===== config.mk =====
export PLATFORM = sky130hd
export DESIGN_NAME = atc_aux_timer_control
export DESIGN_NICKNAME = d
export VERILOG_FILES = /design/src/logic/atc_pkg.sv /design/src/logic/atc_edge_detect.sv /design/src/logic/atc_aux_timer_control.sv
export VERILOG_INCLUDE_DIRS = /design/src /design/src/logic
export SDC_FILE = /design/constraint.sdc
export NUM_CORES = 1
export LEC_CHECK = 0
export BUFFER_PORTS_ARGS = -buffer_cell sky130_fd_sc_hd__buf_2
export CAP_MARGIN = 20
export CELL_PAD_IN_SITES_DETAIL_PLACEMENT = 1
export CELL_PAD_IN_SITES_GLOBAL_PLACEMENT = 2
export CORE_ASPECT_RATIO = 0.7
export CORE_MARGIN = 4
export CORE_UTILIZATION = 38
export CTS_CLUSTER_SIZE = 28
export DETAILED_ROUTE_END_ITERATION = 8
export PLACE_DENSITY_LB_ADDON = 0.1
export SKIP_LAST_GASP = 1
export SYNTH_ARGS = -nofsm -noshare
export SYNTH_HDL_FRONTEND = slang
export SYNTH_SLANG_ARGS = --single-unit

===== constraint.sdc =====
create_clock -name clk -period 5.65 [get_ports clk]
set_input_delay 1.4125 -clock clk [delete_from_list [all_inputs] [get_ports clk]]
set_output_delay 1.4125 -clock clk [all_outputs]
set_load 0.01 [all_outputs]

===== src/logic/atc_params.svh =====
// Offsets, field positions, reset values and timing counts for the auxiliary timer
`ifndef ATC_PARAMS_SVH
`define ATC_PARAMS_SVH
`define ATC_ADDR_CTRL 16'hff46
`define ATC_ADDR_COUNT 16'hff48
`define ATC_ADDR_CAPTURE 16'hff4a
`define ATC_ADDR_CORE 16'hff4c
`define ATC_CTRL_RESET 16'h0000
`define ATC_COUNT_RESET 16'h0000
`define ATC_BIT_CAPEN 15
`define ATC_BIT_CLRCAP 14
`define ATC_TRIG_HI 13
`define ATC_TRIG_LO 12
`define ATC_BIT_CORR 11
`define ATC_BIT_CAPSRC 10
`define ATC_BIT_REMOTE 9
`define ATC_BIT_EXTDIR 8
`define ATC_BIT_DIR 7
`define ATC_BIT_RUN 6
`define ATC_MODE_HI 5
`define ATC_MODE_LO 3
`define ATC_PAR_HI 2
`define ATC_PAR_LO 0
`define ATC_CORE_RUN_BIT 0
`define ATC_PRESCALE_BASE 8
`endif


===== src/logic/atc_pkg.sv =====
// Types shared by the auxiliary timer control files
package atc_pkg;
   typedef enum logic [2:0] {
      ATC_TIMER = 3'h0,
      ATC_COUNTER = 3'h1,
      ATC_GATED_LOW = 3'h2,
      ATC_GATED_HIGH = 3'h3
   } atc_mode_e;
   typedef logic [15:0] atc_word_t;
endpackage


===== src/logic/atc_edge_detect.sv =====
// Two-flop synchroniser with edge detection for one pin
module atc_edge_detect (
   // Clock and reset
   input wire logic clk,
   input wire logic rst_b,
   // Pin and synchronised outputs
   input wire logic pinAsync,
   output logic level,
   output logic rise,
   output logic fall
);
   logic meta_ff;
   logic sync_ff;
   logic last_ff;

   always_ff @(posedge clk) begin
      if (!rst_b) begin
         meta_ff <= 1'b0;
         sync_ff <= 1'b0;
         last_ff <= 1'b0;
      end else begin
         meta_ff <= pinAsync;
         sync_ff <= meta_ff;
         last_ff <= sync_ff;
      end
   end

   assign level = sync_ff;
   assign rise = sync_ff & ~last_ff;
   assign fall = ~sync_ff & last_ff;
endmodule


===== src/logic/atc_aux_timer_control.sv =====
// Auxiliary timer with control register, capture register and Wishbone slave
//
// Added by the designer: the Wishbone interface to the registers.
`include "atc_params.svh"
module atc_aux_timer_control (
   // Clock and reset
   input wire logic clk,
   input wire logic rst_b,
   // Wishbone slave
   input wire logic wb_cyc_i,
   input wire logic wb_stb_i,
   input wire logic wb_we_i,
   input wire logic [15:0] wb_adr_i,
   input wire logic [1:0] wb_sel_i,
   input wire logic [15:0] wb_dat_i,
   output logic [15:0] wb_dat_o,
   output logic wb_ack_o,
   output logic wb_err_o,
   // Pins
   input wire logic countInputPin,
   input wire logic externalDirectionPin,
   input wire logic captureInputPin,
   input wire logic otherTimerCountInput,
   input wire logic otherTimerDirectionInput,
   // Core timer side, same clock
   input wire logic coreToggleLatch,
   input wire logic coreToggleBySoftware,
   // Status
   output logic coreRunBit,
   output logic captureEvent
);
   logic [15:0] ctrl_ff;
   logic [15:0] count_ff;
   logic [15:0] capture_ff;
   logic coreRun_ff;
   logic ack_ff;
   logic [15:0] rdata_ff;
   logic [15:0] prescale_ff;
   logic toggleLast_ff;
   logic capEvent_ff;

   logic [15:0] nxt_ctrl;
   logic [15:0] nxt_count;
   logic [15:0] nxt_capture;

   // Synchronised pins
   logic countLvl, countRise, countFall;
   logic dirLvl;
   logic capRise, capFall;
   logic otcRise, otcFall, otdRise, otdFall;

   // Every pin passes the same synchroniser, so edges of different pins stay aligned
   atc_edge_detect i_atc_edge_detect_count (
      .clk(clk),
      .rst_b(rst_b),
      .pinAsync(countInputPin),
      .level(countLvl),
      .rise(countRise),
      .fall(countFall)
   );

   atc_edge_detect i_atc_edge_detect_dir (
      .clk(clk),
      .rst_b(rst_b),
      .pinAsync(externalDirectionPin),
      .level(dirLvl),
      .rise(),
      .fall()
   );

   atc_edge_detect i_atc_edge_detect_cap (
      .clk(clk),
      .rst_b(rst_b),
      .pinAsync(captureInputPin),
      .level(),
      .rise(capRise),
      .fall(capFall)
   );

   atc_edge_detect i_atc_edge_detect_otc (
      .clk(clk),
      .rst_b(rst_b),
      .pinAsync(otherTimerCountInput),
      .level(),
      .rise(otcRise),
      .fall(otcFall)
   );

   atc_edge_detect i_atc_edge_detect_otd (
      .clk(clk),
      .rst_b(rst_b),
      .pinAsync(otherTimerDirectionInput),
      .level(),
      .rise(otdRise),
      .fall(otdFall)
   );

   // Edge selection shared by count input, toggle latch and capture pin
   function automatic logic edgeSel(
      input logic [1:0] sel,
      input logic r,
      input logic f
   );
      unique case (sel)
         2'h0: edgeSel = 1'b0;
         2'h1: edgeSel = r;
         2'h2: edgeSel = f;
         2'h3: edgeSel = r | f;
      endcase
   endfunction

   // Wrap-around count arithmetic, shared by stepping and capture correction
   function automatic logic [15:0] stepUp(input logic [15:0] v);
      stepUp = v + 16'h1;
   endfunction

   function automatic logic [15:0] stepDown(input logic [15:0] v);
      stepDown = v - 16'h1;
   endfunction

   function automatic logic addrHit(input logic [15:0] adr, input logic [15:0] target);
      addrHit = (adr == target);
   endfunction

   // Control fields
   // Plain renames of register bits; reserved mode codes are filtered below
   wire [2:0] modeField = ctrl_ff[`ATC_MODE_HI:`ATC_MODE_LO];
   wire [2:0] inputParameterField = ctrl_ff[`ATC_PAR_HI:`ATC_PAR_LO];
   wire [1:0] captureTriggerSelect = ctrl_ff[`ATC_TRIG_HI:`ATC_TRIG_LO];
   wire captureEnableBit = ctrl_ff[`ATC_BIT_CAPEN];
   wire auxClearOnCapture = ctrl_ff[`ATC_BIT_CLRCAP];
   wire captureCorrectionBit = ctrl_ff[`ATC_BIT_CORR];
   wire captureSourceSelect = ctrl_ff[`ATC_BIT_CAPSRC];
   wire remoteRunSelect = ctrl_ff[`ATC_BIT_REMOTE];
   wire externalDirectionEnable = ctrl_ff[`ATC_BIT_EXTDIR];
   wire directionBit = ctrl_ff[`ATC_BIT_DIR];
   wire auxRunBit = ctrl_ff[`ATC_BIT_RUN];

   // Reserved modes with the top bit set never count
   wire modeLegal = ~modeField[2];
   wire isTimer = modeLegal && (modeField == atc_pkg::ATC_TIMER);
   wire isCounter = modeLegal && (modeField == atc_pkg::ATC_COUNTER);
   wire isGated = modeLegal && modeField[1];
   // Gate is the synchronised count pin; mode bit 0 gives its active level
   wire gateActive = modeField[0] ? countLvl : ~countLvl;

   // Run bit choice; core run is a register here so both timers see one edge
   wire runSel = remoteRunSelect ? coreRun_ff : auxRunBit;
   wire running = runSel && (!isGated || gateActive);

   // Prescaler: tick every BASE << param module clocks
   wire [15:0] prescaleLimit = 16'(`ATC_PRESCALE_BASE) << inputParameterField;
   wire prescaleTick = (prescale_ff >= prescaleLimit - 16'h1);

   // Core toggle latch edges, ignoring software writes
   wire tglRise = coreToggleLatch & ~toggleLast_ff & ~coreToggleBySoftware;
   wire tglFall = ~coreToggleLatch & toggleLast_ff & ~coreToggleBySoftware;
   wire pinEdge = edgeSel(inputParameterField[1:0], countRise, countFall);
   wire tglEdge = edgeSel(inputParameterField[1:0], tglRise, tglFall);
   // Param top bit picks core toggle latch edges instead of the count pin
   wire counterEvent = inputParameterField[2] ? tglEdge : pinEdge;

   wire counterGo = isCounter && counterEvent;
   wire timerGo = (isTimer || isGated) && prescaleTick;
   wire countEvent = running && (counterGo || timerGo);

   // Direction: bit alone or bit xor pin
   wire countDown = directionBit ^ (externalDirectionEnable & dirLvl);

   // Capture trigger
   wire capPinEdge = edgeSel(captureTriggerSelect, capRise, capFall);
   wire otcAny = otcRise | otcFall;
   wire otdAny = otdRise | otdFall;
   wire otherEdge = (captureTriggerSelect[0] & otcAny)
      | (captureTriggerSelect[1] & otdAny);
   wire trigger = captureSourceSelect ? otherEdge : capPinEdge;
   wire doCapture = trigger && captureEnableBit;
   // Clear needs only the trigger, so the pin can reset the timer with capture off
   wire doClear = trigger && auxClearOnCapture;
   wire [15:0] capValue = captureCorrectionBit ? stepDown(count_ff) : count_ff;

   // Bus decode
   // A held request is not taken again while its answer stands
   wire req = wb_cyc_i && wb_stb_i && !ack_ff;
   wire selCtrl = addrHit(wb_adr_i, `ATC_ADDR_CTRL);
   wire selCount = addrHit(wb_adr_i, `ATC_ADDR_COUNT);
   wire selCap = addrHit(wb_adr_i, `ATC_ADDR_CAPTURE);
   wire selCore = addrHit(wb_adr_i, `ATC_ADDR_CORE);
   wire mapped = selCtrl | selCount | selCap | selCore;
   wire wr = req && wb_we_i && mapped;
   // Byte lanes let software update one half of a register alone
   wire [15:0] laneMask = {{8{wb_sel_i[1]}}, {8{wb_sel_i[0]}}};

   // Byte-lane merge shared by the control, count and capture registers
   function automatic logic [15:0] merge(
      input logic [15:0] old,
      input logic [15:0] nw,
      input logic [15:0] m
   );
      merge = (old & ~m) | (nw & m);
   endfunction

   wire [15:0] countStep = countDown ? stepDown(count_ff) : stepUp(count_ff);

   always_comb begin
      nxt_ctrl = ctrl_ff;
      if (wr && selCtrl) begin
         nxt_ctrl = merge(ctrl_ff, wb_dat_i, laneMask);
      end
   end

   // Priority: software write, then clear, then count step
   always_comb begin
      nxt_count = count_ff;
      if (doClear) begin
         nxt_count = 16'h0000;
      end else if (countEvent) begin
         nxt_count = countStep;
      end
      if (wr && selCount) begin
         nxt_count = merge(count_ff, wb_dat_i, laneMask);
      end
   end

   // Capture latches the pre-clear value in the same edge; clear acts on the count
   // afterwards, so the latched word is never zero because of the clear
   always_comb begin
      nxt_capture = capture_ff;
      if (doCapture) begin
         nxt_capture = capValue;
      end else if (wr && selCap) begin
         nxt_capture = merge(capture_ff, wb_dat_i, laneMask);
      end
   end

   // Read data is registered, so it stands unchanged while ack is high
   wire [15:0] readMux = selCtrl ? ctrl_ff
      : selCount ? count_ff
      : selCap ? capture_ff
      : selCore ? {15'h0000, coreRun_ff}
      : 16'h0000;

   // Prescaler restarts while stopped, so a restart always gives a full first period
   wire nxt_coreRun = (wr && selCore && wb_sel_i[0])
      ? wb_dat_i[`ATC_CORE_RUN_BIT] : coreRun_ff;
   wire [15:0] nxt_prescale = (!running || prescaleTick) ? 16'h0000 : prescale_ff + 16'h1;

   always_ff @(posedge clk) begin
      if (!rst_b) begin
         ctrl_ff <= `ATC_CTRL_RESET;
         count_ff <= `ATC_COUNT_RESET;
         capture_ff <= 16'h0000;
      end else begin
         ctrl_ff <= nxt_ctrl;
         count_ff <= nxt_count;
         capture_ff <= nxt_capture;
      end
   end

   always_ff @(posedge clk) begin
      if (!rst_b) begin
         coreRun_ff <= 1'b0;
      end else begin
         coreRun_ff <= nxt_coreRun;
      end
   end

   always_ff @(posedge clk) begin
      if (!rst_b) begin
         prescale_ff <= 16'h0000;
      end else begin
         prescale_ff <= nxt_prescale;
      end
   end

   always_ff @(posedge clk) begin
      if (!rst_b) begin
         toggleLast_ff <= 1'b0;
      end else begin
         toggleLast_ff <= coreToggleLatch;
      end
   end

   always_ff @(posedge clk) begin
      if (!rst_b) begin
         capEvent_ff <= 1'b0;
      end else begin
         capEvent_ff <= doCapture;
      end
   end

   always_ff @(posedge clk) begin
      if (!rst_b) begin
         ack_ff <= 1'b0;
      end else begin
         ack_ff <= req;
      end
   end

   always_ff @(posedge clk) begin
      if (!rst_b) begin
         rdata_ff <= 16'h0000;
      end else begin
         rdata_ff <= readMux;
      end
   end

   // Unmapped addresses answer with err instead of ack
   logic err_ff;
   always_ff @(posedge clk) begin
      if (!rst_b) begin
         err_ff <= 1'b0;
      end else begin
         err_ff <= req && !mapped;
      end
   end

   assign wb_ack_o = ack_ff && !err_ff;
   assign wb_err_o = err_ff;
   assign wb_dat_o = rdata_ff;
   // No overflow pin exists for this timer
   assign coreRunBit = coreRun_ff;
   assign captureEvent = capEvent_ff;
endmodule


# Word level (Yosys, flattened, before mapping)
# Index checks and enable logic that the tools add are counted.
# classes
add_sub_neg,4
n_shift,1
n_mul,0
reduce_logical,35
mux,18
n_lt_le_gt_ge,1
div_mod_pow,0
n_eq_ne,11
bitwise_logic,46
# op_table
op,count
16-bit two-way mux,10
16-bit AND,4
"16-bit equality test, second input constant",4
16-bit bitwise OR,3
"16-bit by 1-bit adder with 16-bit output, second input constant",2
"16-bit by 1-bit subtractor with 16-bit output, second input constant",2
1-bit logical AND,20
16-bit greater-or-equal comparator,1
16-bit inverter,1
"4-bit by 3-bit << shifter with 16-bit output, first input constant",1
1-bit AND,15
1-bit inverter,13
1-bit one-hot mux with 4 select lines,3
1-bit bitwise OR,9
"2-bit equality test, second input constant",4
1-bit zero test,5
1-bit two-way mux,5
"2-bit by 1-bit equality test with 1-bit output, second input constant",2
2-bit zero test,2
1-bit logical OR,4
"3-bit by 1-bit equality test with 1-bit output, second input constant",1
3-bit zero test,1
3-bit nonzero test,1
2-bit nonzero test,1
other kinds (2),2
# totals
output_inout_bits,20
ram_bits,0
reg_bits,99
romBits,0
latchBits,0
inputBits,46
mem_count,0
word_cells,140

# Logic depth before layout (Yosys ltp)
# Gate-level depths: netlist (run 1).
# logic_depth
word_depth,12
ltp_mapped,16
mapped_depth_nobuf,14

# Modules after synthesis
# Synthesis (run 1) repeated with hierarchy kept, for this count alone.
# unflattened
cells_unflattened,627
hier_area_um2,5286.3
# modules_own_cells
module,area_per_inst_um2,seq_area_each_um2,cells_each,n_inst
atc_aux_timer_control,4829.6,1701.6,587,1
atc_edge_detect,91.3,60.1,8,5

# Worst setup path before layout (run 1)
# Ideal clock, no wire load.
# synth_path
kind,reg2reg
startpoint,register with a tool-made name
endpoint,register with a tool-made name
t_required_ns,5.515
arrival_ns,3.038
period_less_slack_ns,3.174
stages_incl_launch_ff,15
setup_ns,0.135
n_path_buf,2
setup_slack_ns,2.476
cell_sequence,dfxtp_1 > buf_4 > or3_1 > ha_1 > clkbuf_1 > xor2_1 > nor2_1 > a21oi_1 > ha_1 > nand3_1 > o211ai_1 > o32ai_1 > a31oi_4 > o211ai_1 > o21ai_1

==> metrics.txt, run 1 <==
setup repair bufs after CTS=0; R2R Setup Slk=1.76 ns; clk slew on worst S/H paths=0.07 ns; hold-fix buffers at CTS=0; hold_sp=i_atc_edge_detect_count.meta_ff; Mapped Cells=571; Critical Path AT=4.14 ns; Via Count=4564; Seq/Total Area, Yosys=39.1%; Clock Path Buffers=2; Final Cycle Share=69.5%; CTS tree=built; CP bufs+invs=1; initial antenna violation count=0; Worst Hold Class=reg -> reg; EDFF count, synth=0; final worst slack=1.73 ns; GRT Resource Usage Total=20.9%; vias in the first global route=4553; YS warnings=0; crit path cell chain=buf_2, or3b_4, nor4_4, nor3b_4, and3_1, mux2i_1, nor2_1; clk_skew=0.00673 ns; Hold Path Depth=1; Setup Total Neg Slack=0 ns; CP Max Fanout=18; final setup vio count=0; fin. max-slew vios=0; drt total wl=15700 microns; Core ar.=13100 sq um; die height=105 microns; Avg Synthesized Cell Area=8.88 sq um; CTS sink count=99; io pins=66; Required @ worst endpoint=5.87 ns; most frequent cells in the layout=dfxtp_1 (99), nor2_1 (84), buf_2 (65); worst vdd ir=133 uV; worst-margin pin slew=1.08 ns; ys flop type=dfxtp_1; mapped cell area=5070 sq um; ys async rst share=0%; LEAKAGE=2.33 nW; total of max-cap violations=0; multi-input combinational cell area=2860 sq um; Buffers on Ports=65; Worst Hold End=i_atc_edge_detect_count.level; post_cts resized=0; Max Fclk=255 MHz; WS Path Type=in -> reg; GRT Residual Overflow=0; chip width=146 microns; Worst path top cell family by delay=simple AND/OR/NAND/NOR gates; DRC=0; share of layout cells above drive strength 1=17.2%; status=complete, no violations; CTS H-tree depth=3; Filler Cell Count=1541; Cell Pwr Density=236 nW/um^2; Max-slew headroom=27.8%; Initial Util=38.7%; critical path's largest stage delay=0.94 ns; Die ar.=15300 sq um; most common cell after layout, fill and taps aside=dfxtp_1; via/cell ratio=5.78; largest net degree at the start of global routing=30; design area=5770 sq um; Critical Path End Type=flop; CTS Buf Count=9; unrepaired setup endpoints after global routing=false; WL/cell=19.9 microns; crit path time final=3.92 ns; Antenna Nets Post-Route=0; Synth-to-Final Area Change=13.7%; synth unique cells=67; Placement Setup Slack=1.37 ns; Row Count=35; Cell Area, Placed=5480 sq um; # diodes=0; routability cong.=0.836; crit start category=primary input; initial DRC count=452; Hold Fails Final Rpt=0; Seq. cell area=1980 sq um; post-detail-place hpwl=11200 microns; Root Driver=clkbuf_16; latest clock arrival within the worst-skew pair=0.35 ns; drt first pass iters=8; nets@finish=679; slowest CP cell=nor3b_4; R2R depth=12; first-pass GRT wire length=25700 microns; flops & latches, synth=99
## kinds of logic (layout without fill, tap and decap cells)
family                     Yosys count  count (layout)  synth area share (%)
AOI/OAI and AO/OA                  120             120                  17.7
xor gates and xnor gates            31              31                  5.50
adders and majority gates           15              15                  3.70
buffers and inverters               56             104                  4.76
DFF                                 99              99                  39.1
muxes                               33              33                  6.61
other                                1               5                0.0739
and+or+nand+nor                    216             216                  22.5
## final cells by class
type	count	share of cell area (%)
Clock buffer	11	4.21
Clock inverter	5	0.672
Inverter	17	1.11
Multi-Input combinational cell	420	49.6
Sequential cell	99	34.4
Tap cell	166	3.60
Timing Repair Buffer	71	6.42
## per-layer routing
layer | global-route usage [%] | vias up | routed length [microns]
met5 | 0 | - | 0
met4 | 4.97 | 0 | 244
met3 | 4.25 | 21 | 857
met2 | 30.8 | 145 | 6660
met1 | 31.2 | 2240 | 7930
li1 | - | 2158 | -
## worst max-delay path by stage
stage	startpoint	endpoint	slack, ns	depth (start not counted)
final	wb_adr_i[4]	flop	1.73	7
after global routing	flop	flop	1.47	12
after CTS	wb_adr_i[4]	flop	1.74	7
after detailed placement	wb_adr_i[4]	flop	1.37	7
after global placement	wb_adr_i[4]	flop	1.36	7
after floorplan	flop	flop	2.48	14
## synthesized netlist by cell type, drive strengths merged, types with 12 or more instances
cell / instances / area (sq um)
a222oi: 15 / 150
nand3: 14 / 87.6
mux2i: 32 / 320
xor2: 21 / 184
a211oi: 16 / 120
inv: 17 / 63.8
ha: 15 / 188
and2: 15 / 93.8
o211ai: 17 / 128
o21ai: 15 / 75.1
dfxtp: 99 / 1980
nor2: 84 / 315
nor3: 20 / 111
a21oi: 22 / 125
and3: 12 / 75.1
nand2: 24 / 90.1
clkbuf: 29 / 109
## metrics by stage
step | cells | total power, mW | hold WS, ns | util, %
floorplan | 575 | 0.746 | 0.412 | -
global placement | 772 | 0.776 | 0.421 | 41.9
detailed placement | 772 | 0.778 | 0.425 | 41.9
CTS | 788 | 1.38 | 0.441 | 44.0
global route | 789 | 1.41 | 0.445 | 44.1
finish | 789 | 1.36 | 0.435 | 44.1
## report_power, final
group / switching, mW / internal [mW] / leakage, nW
Sequential: 0.00302 / 0.704 / 0.802
Clock: 0.287 / 0.313 / 0.136
Combinational: 0.0327 / 0.0212 / 1.39
Note: power is estimated with default switching activity, not from simulation.
==> inputs of run 2 (changes only) <==
Settings changed: CORE_UTILIZATION 38 to 32.
Clock period 5.65 ns to 3.5 ns, I/O delays scaled along.
==> run 2 against run 1 <==
Against the previous run: worst setup slack got worse by 1.5 ns; cell area rose by 3.6%; die area up 17%; power increased by 67%; largest power group unchanged; global-route usage fell by 2.0 points; cell count increased by 5.8%; highest routed layer unchanged; via count about the same.
==> metrics.txt, run 2 (same netlist as run 1, synthesis figures left out) <==
GRT Residual Overflow=0 (unchanged); Filler Cell Count=1839 (was 1541); total of max-cap violations=0 (unchanged); chip width=158 microns (was 146 microns); initial antenna violation count=0 (unchanged); via/cell ratio=5.46 (was 5.78); # diodes=0 (unchanged); io pins=66 (unchanged); Synth-to-Final Area Change=17.9% (was 13.7%); final setup vio count=0 (unchanged); crit path time final=3.24 ns; die height=113 microns (was 105 microns); Critical Path AT=3.53 ns (was 4.14 ns); DRC=0 (unchanged); vias in the first global route=4576 (was 4553); CTS sink count=99 (unchanged); most frequent cells in the layout=dfxtp_1 (98), nor2_1 (84), buf_2 (65) (was dfxtp_1 (99), nor2_1 (84), buf_2 (65)); CTS H-tree depth=3 (unchanged); R2R depth=13 (was 12); worst-margin pin slew=0.616 ns (was 1.08 ns); status=complete, no violations (unchanged); worst vdd ir=211 uV (was 133 uV); most common cell after layout, fill and taps aside=dfxtp_1 (unchanged); nets@finish=691 (was 679); LEAKAGE=2.41 nW (was 2.33 nW); CTS tree=built (unchanged); hold_sp=i_atc_edge_detect_cap.meta_ff (was i_atc_edge_detect_count.meta_ff); Hold Fails Final Rpt=0 (unchanged); initial DRC count=410 (was 452); Total Power=2.27 mW (was 1.36 mW); fin. max-slew vios=0 (unchanged); largest net degree at the start of global routing=57 (was 30); Setup Total Neg Slack=0 ns (unchanged); GRT Resource Usage Total=18.9% (was 20.9%); setup repair bufs after CTS=0 (unchanged); Critical Path End Type=flop (unchanged); Worst Hold Class=reg -> reg (unchanged); Root Driver=clkbuf_16 (unchanged); latest clock arrival within the worst-skew pair=0.35 ns (about the same); CTS Buf Count=9 (unchanged); CP Max Fanout=10 (was 18); post-detail-place hpwl=12100 microns (was 11200 microns); crit start category=flop (was primary input); Cell Pwr Density=380 nW/um^2 (was 236 nW/um^2); drt total wl=16500 microns (was 15700 microns); Final Cycle Share=92.6%; Buffers on Ports=65 (unchanged); Clock Path Buffers=2 (unchanged); unrepaired setup endpoints after global routing=false (unchanged); WL/cell=19.8 microns (was 19.9 microns); clk_skew=0.00593 ns (was 0.00673 ns); first-pass GRT wire length=26200 microns (was 25700 microns); Max-slew headroom=58.6% (was 27.8%); clk slew on worst S/H paths=0.07 ns (about the same); Max Fclk=308 MHz; share of layout cells above drive strength 1=19.8% (was 17.2%); Core ar.=15500 sq um (was 13100 sq um); Antenna Nets Post-Route=0 (unchanged); Initial Util=32.7% (was 38.7%); drt first pass iters=5 (was 8); routability cong.=0.792 (was 0.836); Via Count=4561 (was 4564); Row Count=38 (was 35); R2R Setup Slk=0.26 ns (was 1.76 ns); Required @ worst endpoint=3.79 ns (was 5.87 ns); WS Path Type=reg -> reg (was in -> reg); Die ar.=18000 sq um (was 15300 sq um)
run 2: how the worst min path moves through the flow:
| stage | to | slack [ns] | cells after the start |
|---|---|---|---|
| floorplan | i_atc_edge_detect_cap.level | 0.41 | 1 |
| global placement | i_atc_edge_detect_otd.level | 0.42 | 1 |
| detailed placement | i_atc_edge_detect_cap.level | 0.42 | 1 |
| CTS | i_atc_edge_detect_cap.level | 0.44 | 1 |
| global route | i_atc_edge_detect_count.level | 0.45 | 1 |
| finish | i_atc_edge_detect_cap.level | 0.43 | 1 |
run 2: per-stage QoR:
step / setup WS, ns / cell area (sq um) / hold slack [ns] / utilization [%] / std cells
after floorplan: 0.326 / 5090 / 0.412 / - / 575
after global placement: 0.305 / 5610 / 0.422 / 36.2 / 818
after detailed placement: 0.138 / 5610 / 0.423 / 36.2 / 818
after CTS: 0.110 / 5920 / 0.440 / 38.2 / 834
after global routing: 0.00997 / 5980 / 0.453 / 38.6 / 835
final: 0.258 / 5980 / 0.433 / 38.6 / 835
run 2: final cells by class:
| type | instances | area [sq um] | share of cell area (%) |
|---|---|---|---|
| repair buffers | 83 | 473 | 7.91 |
| multi-input cells | 420 | 2900 | 48.6 |
| flip-flops and latches | 99 | 1980 | 33.2 |
| clock buffers | 11 | 243 | 4.06 |
| inverters | 17 | 63.8 | 1.07 |
| well taps | 200 | 250 | 4.18 |
| clock inverters | 5 | 62.6 | 1.05 |
run 2: report_power, final:
group          total (mW)  leakage (nW)  internal, mW  switching (mW)
Combinational      0.0894          1.47        0.0361          0.0533
Clock                1.04         0.142         0.577           0.464
Sequential           1.14         0.803          1.14         0.00480
run 2: per-layer routing:
layer  share of wire (%)  GRT usage [%]
met1                  51           28.3
met2                  44           27.8
met4                 1.1           5.06
met3                 3.9           3.59
met5                   0              0
run 2: critical path, stage by stage, from the launching register on:
cell and delay [ns]:
dfxtp_2 0.38, or3_4 0.40, ha_4 0.20, xor2_1 0.14
nor2_1 0.10, a21oi_1 0.05, ha_1 0.30, nand3_1 0.11
o211ai_1 0.36, o31ai_2 0.14, a31oi_4 0.24, nor2_1 0.13
or3_4 0.46, o21ai_1 0.15
run 2: what timing repair did:
action                     CTS  global route
hold buffers                 0             0
setup endpoints to repair    0            16
resized for setup            0             8
==> inputs of run 3 (changes only) <==
Settings changed: CORE_UTILIZATION 32 to 35, RECOVER_POWER set to 25.
Clock period 3.5 ns to 3.68 ns, I/O delays scaled along.
==> run 3 against run 2 <==
Against the previous run: worst setup slack got worse by 0.030 ns; cell area decreased by 0.82%; critical path type unchanged; sequential power fell by 4%; combinational power down 4.3%; worst hold slack improved by 0.0078 ns; largest cell class unchanged; via count down 1.1%.
==> metrics.txt, run 3 (same netlist as run 1, synthesis figures left out) <==
nets@finish=690 (was 691); Worst Hold Class=reg -> reg (unchanged); NetSw=0.478 mW (was 0.522 mW); worst-margin pin slew=1.04 ns (was 0.616 ns); first-pass GRT wire length=26000 microns (was 26200 microns); unrepaired setup endpoints after global routing=true (was false); WS Path Type=reg -> reg (unchanged); final worst slack=0.228 ns (was 0.258 ns); Placement Setup Slack=0.263 ns (was 0.138 ns); WL/cell=19.2 microns (was 19.8 microns); Initial Util=36.1% (was 32.7%); slowest CP cell=o32ai_1 (was or3_4); Buffers on Ports=65 (unchanged); fin. max-slew vios=0 (unchanged); combinational power share=3.8% (was 3.9%); setup repair bufs after CTS=0 (unchanged); CP Max Fanout=10 (unchanged); CTS tree=built (unchanged); Setup Total Neg Slack=0 ns (unchanged); initial antenna violation count=0 (unchanged); Clk network pwr share=48.1% (was 45.8%); crit start category=flop (unchanged); Die ar.=16500 sq um (was 18000 sq um); largest net degree at the start of global routing=57 (unchanged); Synth-to-Final Area Change=16.9% (was 17.9%); post_cts resized=0 (unchanged); P_int=1.78 mW (was 1.75 mW); die height=109 microns (was 113 microns); initial DRC count=331 (was 410); Row Count=36 (was 38); crit path cell chain=or3_1, ha_1, a21o_1, a21oi_1, ha_1, nand3_1, o211ai_1, o32ai_1, a31oi_4, nor2_1, nor2_1, o221a_2 (was or3_4, ha_4, xor2_1, nor2_1, a21oi_1, ha_1, nand3_1, o211ai_1, o31ai_2, a31oi_4, nor2_1, or3_4, o21ai_1); worst vdd ir=205 uV (was 211 uV); LEAKAGE=2.36 nW (was 2.41 nW); DRC=0 (unchanged); vias in the first global route=4655 (was 4576); clk slew on worst S/H paths=0.07 ns (about the same); crit path time final=3.45 ns (was 3.24 ns); CTS H-tree depth=3 (unchanged); GRT Resource Usage Total=19.7% (was 18.9%); Critical Path End Type=flop (unchanged); GRT Residual Overflow=0 (unchanged); Total Power=2.26 mW (was 2.27 mW); critical path's largest stage delay=0.43 ns (was 0.46 ns); chip width=152 microns (was 158 microns); Final Util=42.2% (was 38.6%); CTS sink count=99 (unchanged); hold_sp=i_atc_edge_detect_count.meta_ff (was i_atc_edge_detect_cap.meta_ff); Seq pwr share=48.1% (was 50.2%); via/cell ratio=5.48 (was 5.46); Hold Fails Final Rpt=0 (unchanged); status=complete, no violations (unchanged); routability cong.=0.831 (was 0.792); Antenna Nets Post-Route=0 (unchanged); latest clock arrival within the worst-skew pair=0.35 ns (about the same); io pins=66 (unchanged); drt total wl=15800 microns (was 16500 microns); switching share of power=21.2% (was 23.0%); hold slack=0.441 ns (was 0.433 ns); CTS Buf Count=9 (unchanged); Critical Path AT=3.69 ns (was 3.53 ns); # diodes=0 (unchanged); drt first pass iters=5 (unchanged); clk_skew=0.00729 ns (was 0.00593 ns); most frequent cells in the layout=dfxtp_1 (99), nor2_1 (84), buf_2 (52) (was dfxtp_1 (98), nor2_1 (84), buf_2 (65)); Required @ worst endpoint=3.92 ns (was 3.79 ns); Core ar.=14100 sq um (was 15500 sq um); share of layout cells above drive strength 1=16.3% (was 19.8%); Final Cycle Share=93.8% (was 92.6%); hold-fix buffers at CTS=0 (unchanged); post-detail-place hpwl=11700 microns (was 12100 microns); most common cell after layout, fill and taps aside=dfxtp_1 (unchanged); Root Driver=clkbuf_16 (unchanged); Max-slew headroom=30.8% (was 58.6%); total of max-cap violations=0 (unchanged); Cell Pwr Density=381 nW/um^2 (was 380 nW/um^2); final setup vio count=0 (unchanged); Clock Path Buffers=2 (unchanged); Via Count=4513 (was 4561); Max Fclk=290 MHz (was 308 MHz)
-- run 3: cell types whose count changed in the layout (fill, tap and decap cells not counted), sizes merged --
cell	previous run	this run
buf	83	68
bufinv	1	3
clkbuf	11	23
clkinvlp	2	0
inv	17	18
-- run 3: path summary, 6_finish.rpt --
kind	to	slack (ns)	depth (start not counted)
worst min register to register	i_atc_edge_detect_count.level	0.44	1
worst min-delay path	i_atc_edge_detect_count.level	0.44	1
worst max register to register	flop	0.23	12
worst max-delay path	flop	0.23	12
-- run 3: layout make-up --
type / count / area, sq um
Timing Repair Buffer: 82 / 445
Clock buffer: 9 / 225
Fill cell: 1680 / 8120
Clock inverter: 6 / 113
Inverter: 17 / 63.8
Multi-Input combinational cell: 420 / 2860
Tap cell: 190 / 238
Sequential cell: 99 / 1980
-- run 3: stage by stage --
| stage | instances | instance area, sq um |
|---|---|---|
| final | 823 | 5930 |
| after floorplan | 575 | 5090 |
| after global routing | 823 | 5930 |
| after detailed placement | 807 | 5590 |
| after CTS | 822 | 5930 |
| after global placement | 807 | 5590 |
-- run 3: worst max-delay path, delay by kind of cell (launching register included) --
kind / cells / cell delay [ns]
AOI/OAI and AO/OA: 6 / 1.49
adders and majority gates: 2 / 0.56
DFF: 1 / 0.41
and+or+nand+nor: 4 / 0.88
-- run 3: per-layer routing --
layer | routed length [microns] | up-vias | track usage (%)
li1 | - | 2176 | -
met1 | 8340 | 2227 | 28.7
met2 | 6710 | 98 | 30.5
met3 | 642 | 12 | 3.73
met4 | 130 | 0 | 4.17
met5 | 0 | - | 0
-- run 3: power by group through the flow --
stage | clock, mW | sequential [mW] | combinational [mW]
floorplan | 0 | 1.11 | 0.0355
global placement | 0 | 1.11 | 0.0830
detailed placement | 0 | 1.11 | 0.0847
CTS | 1.12 | 1.09 | 0.0852
global route | 1.16 | 1.09 | 0.0954
finish | 1.09 | 1.09 | 0.0856
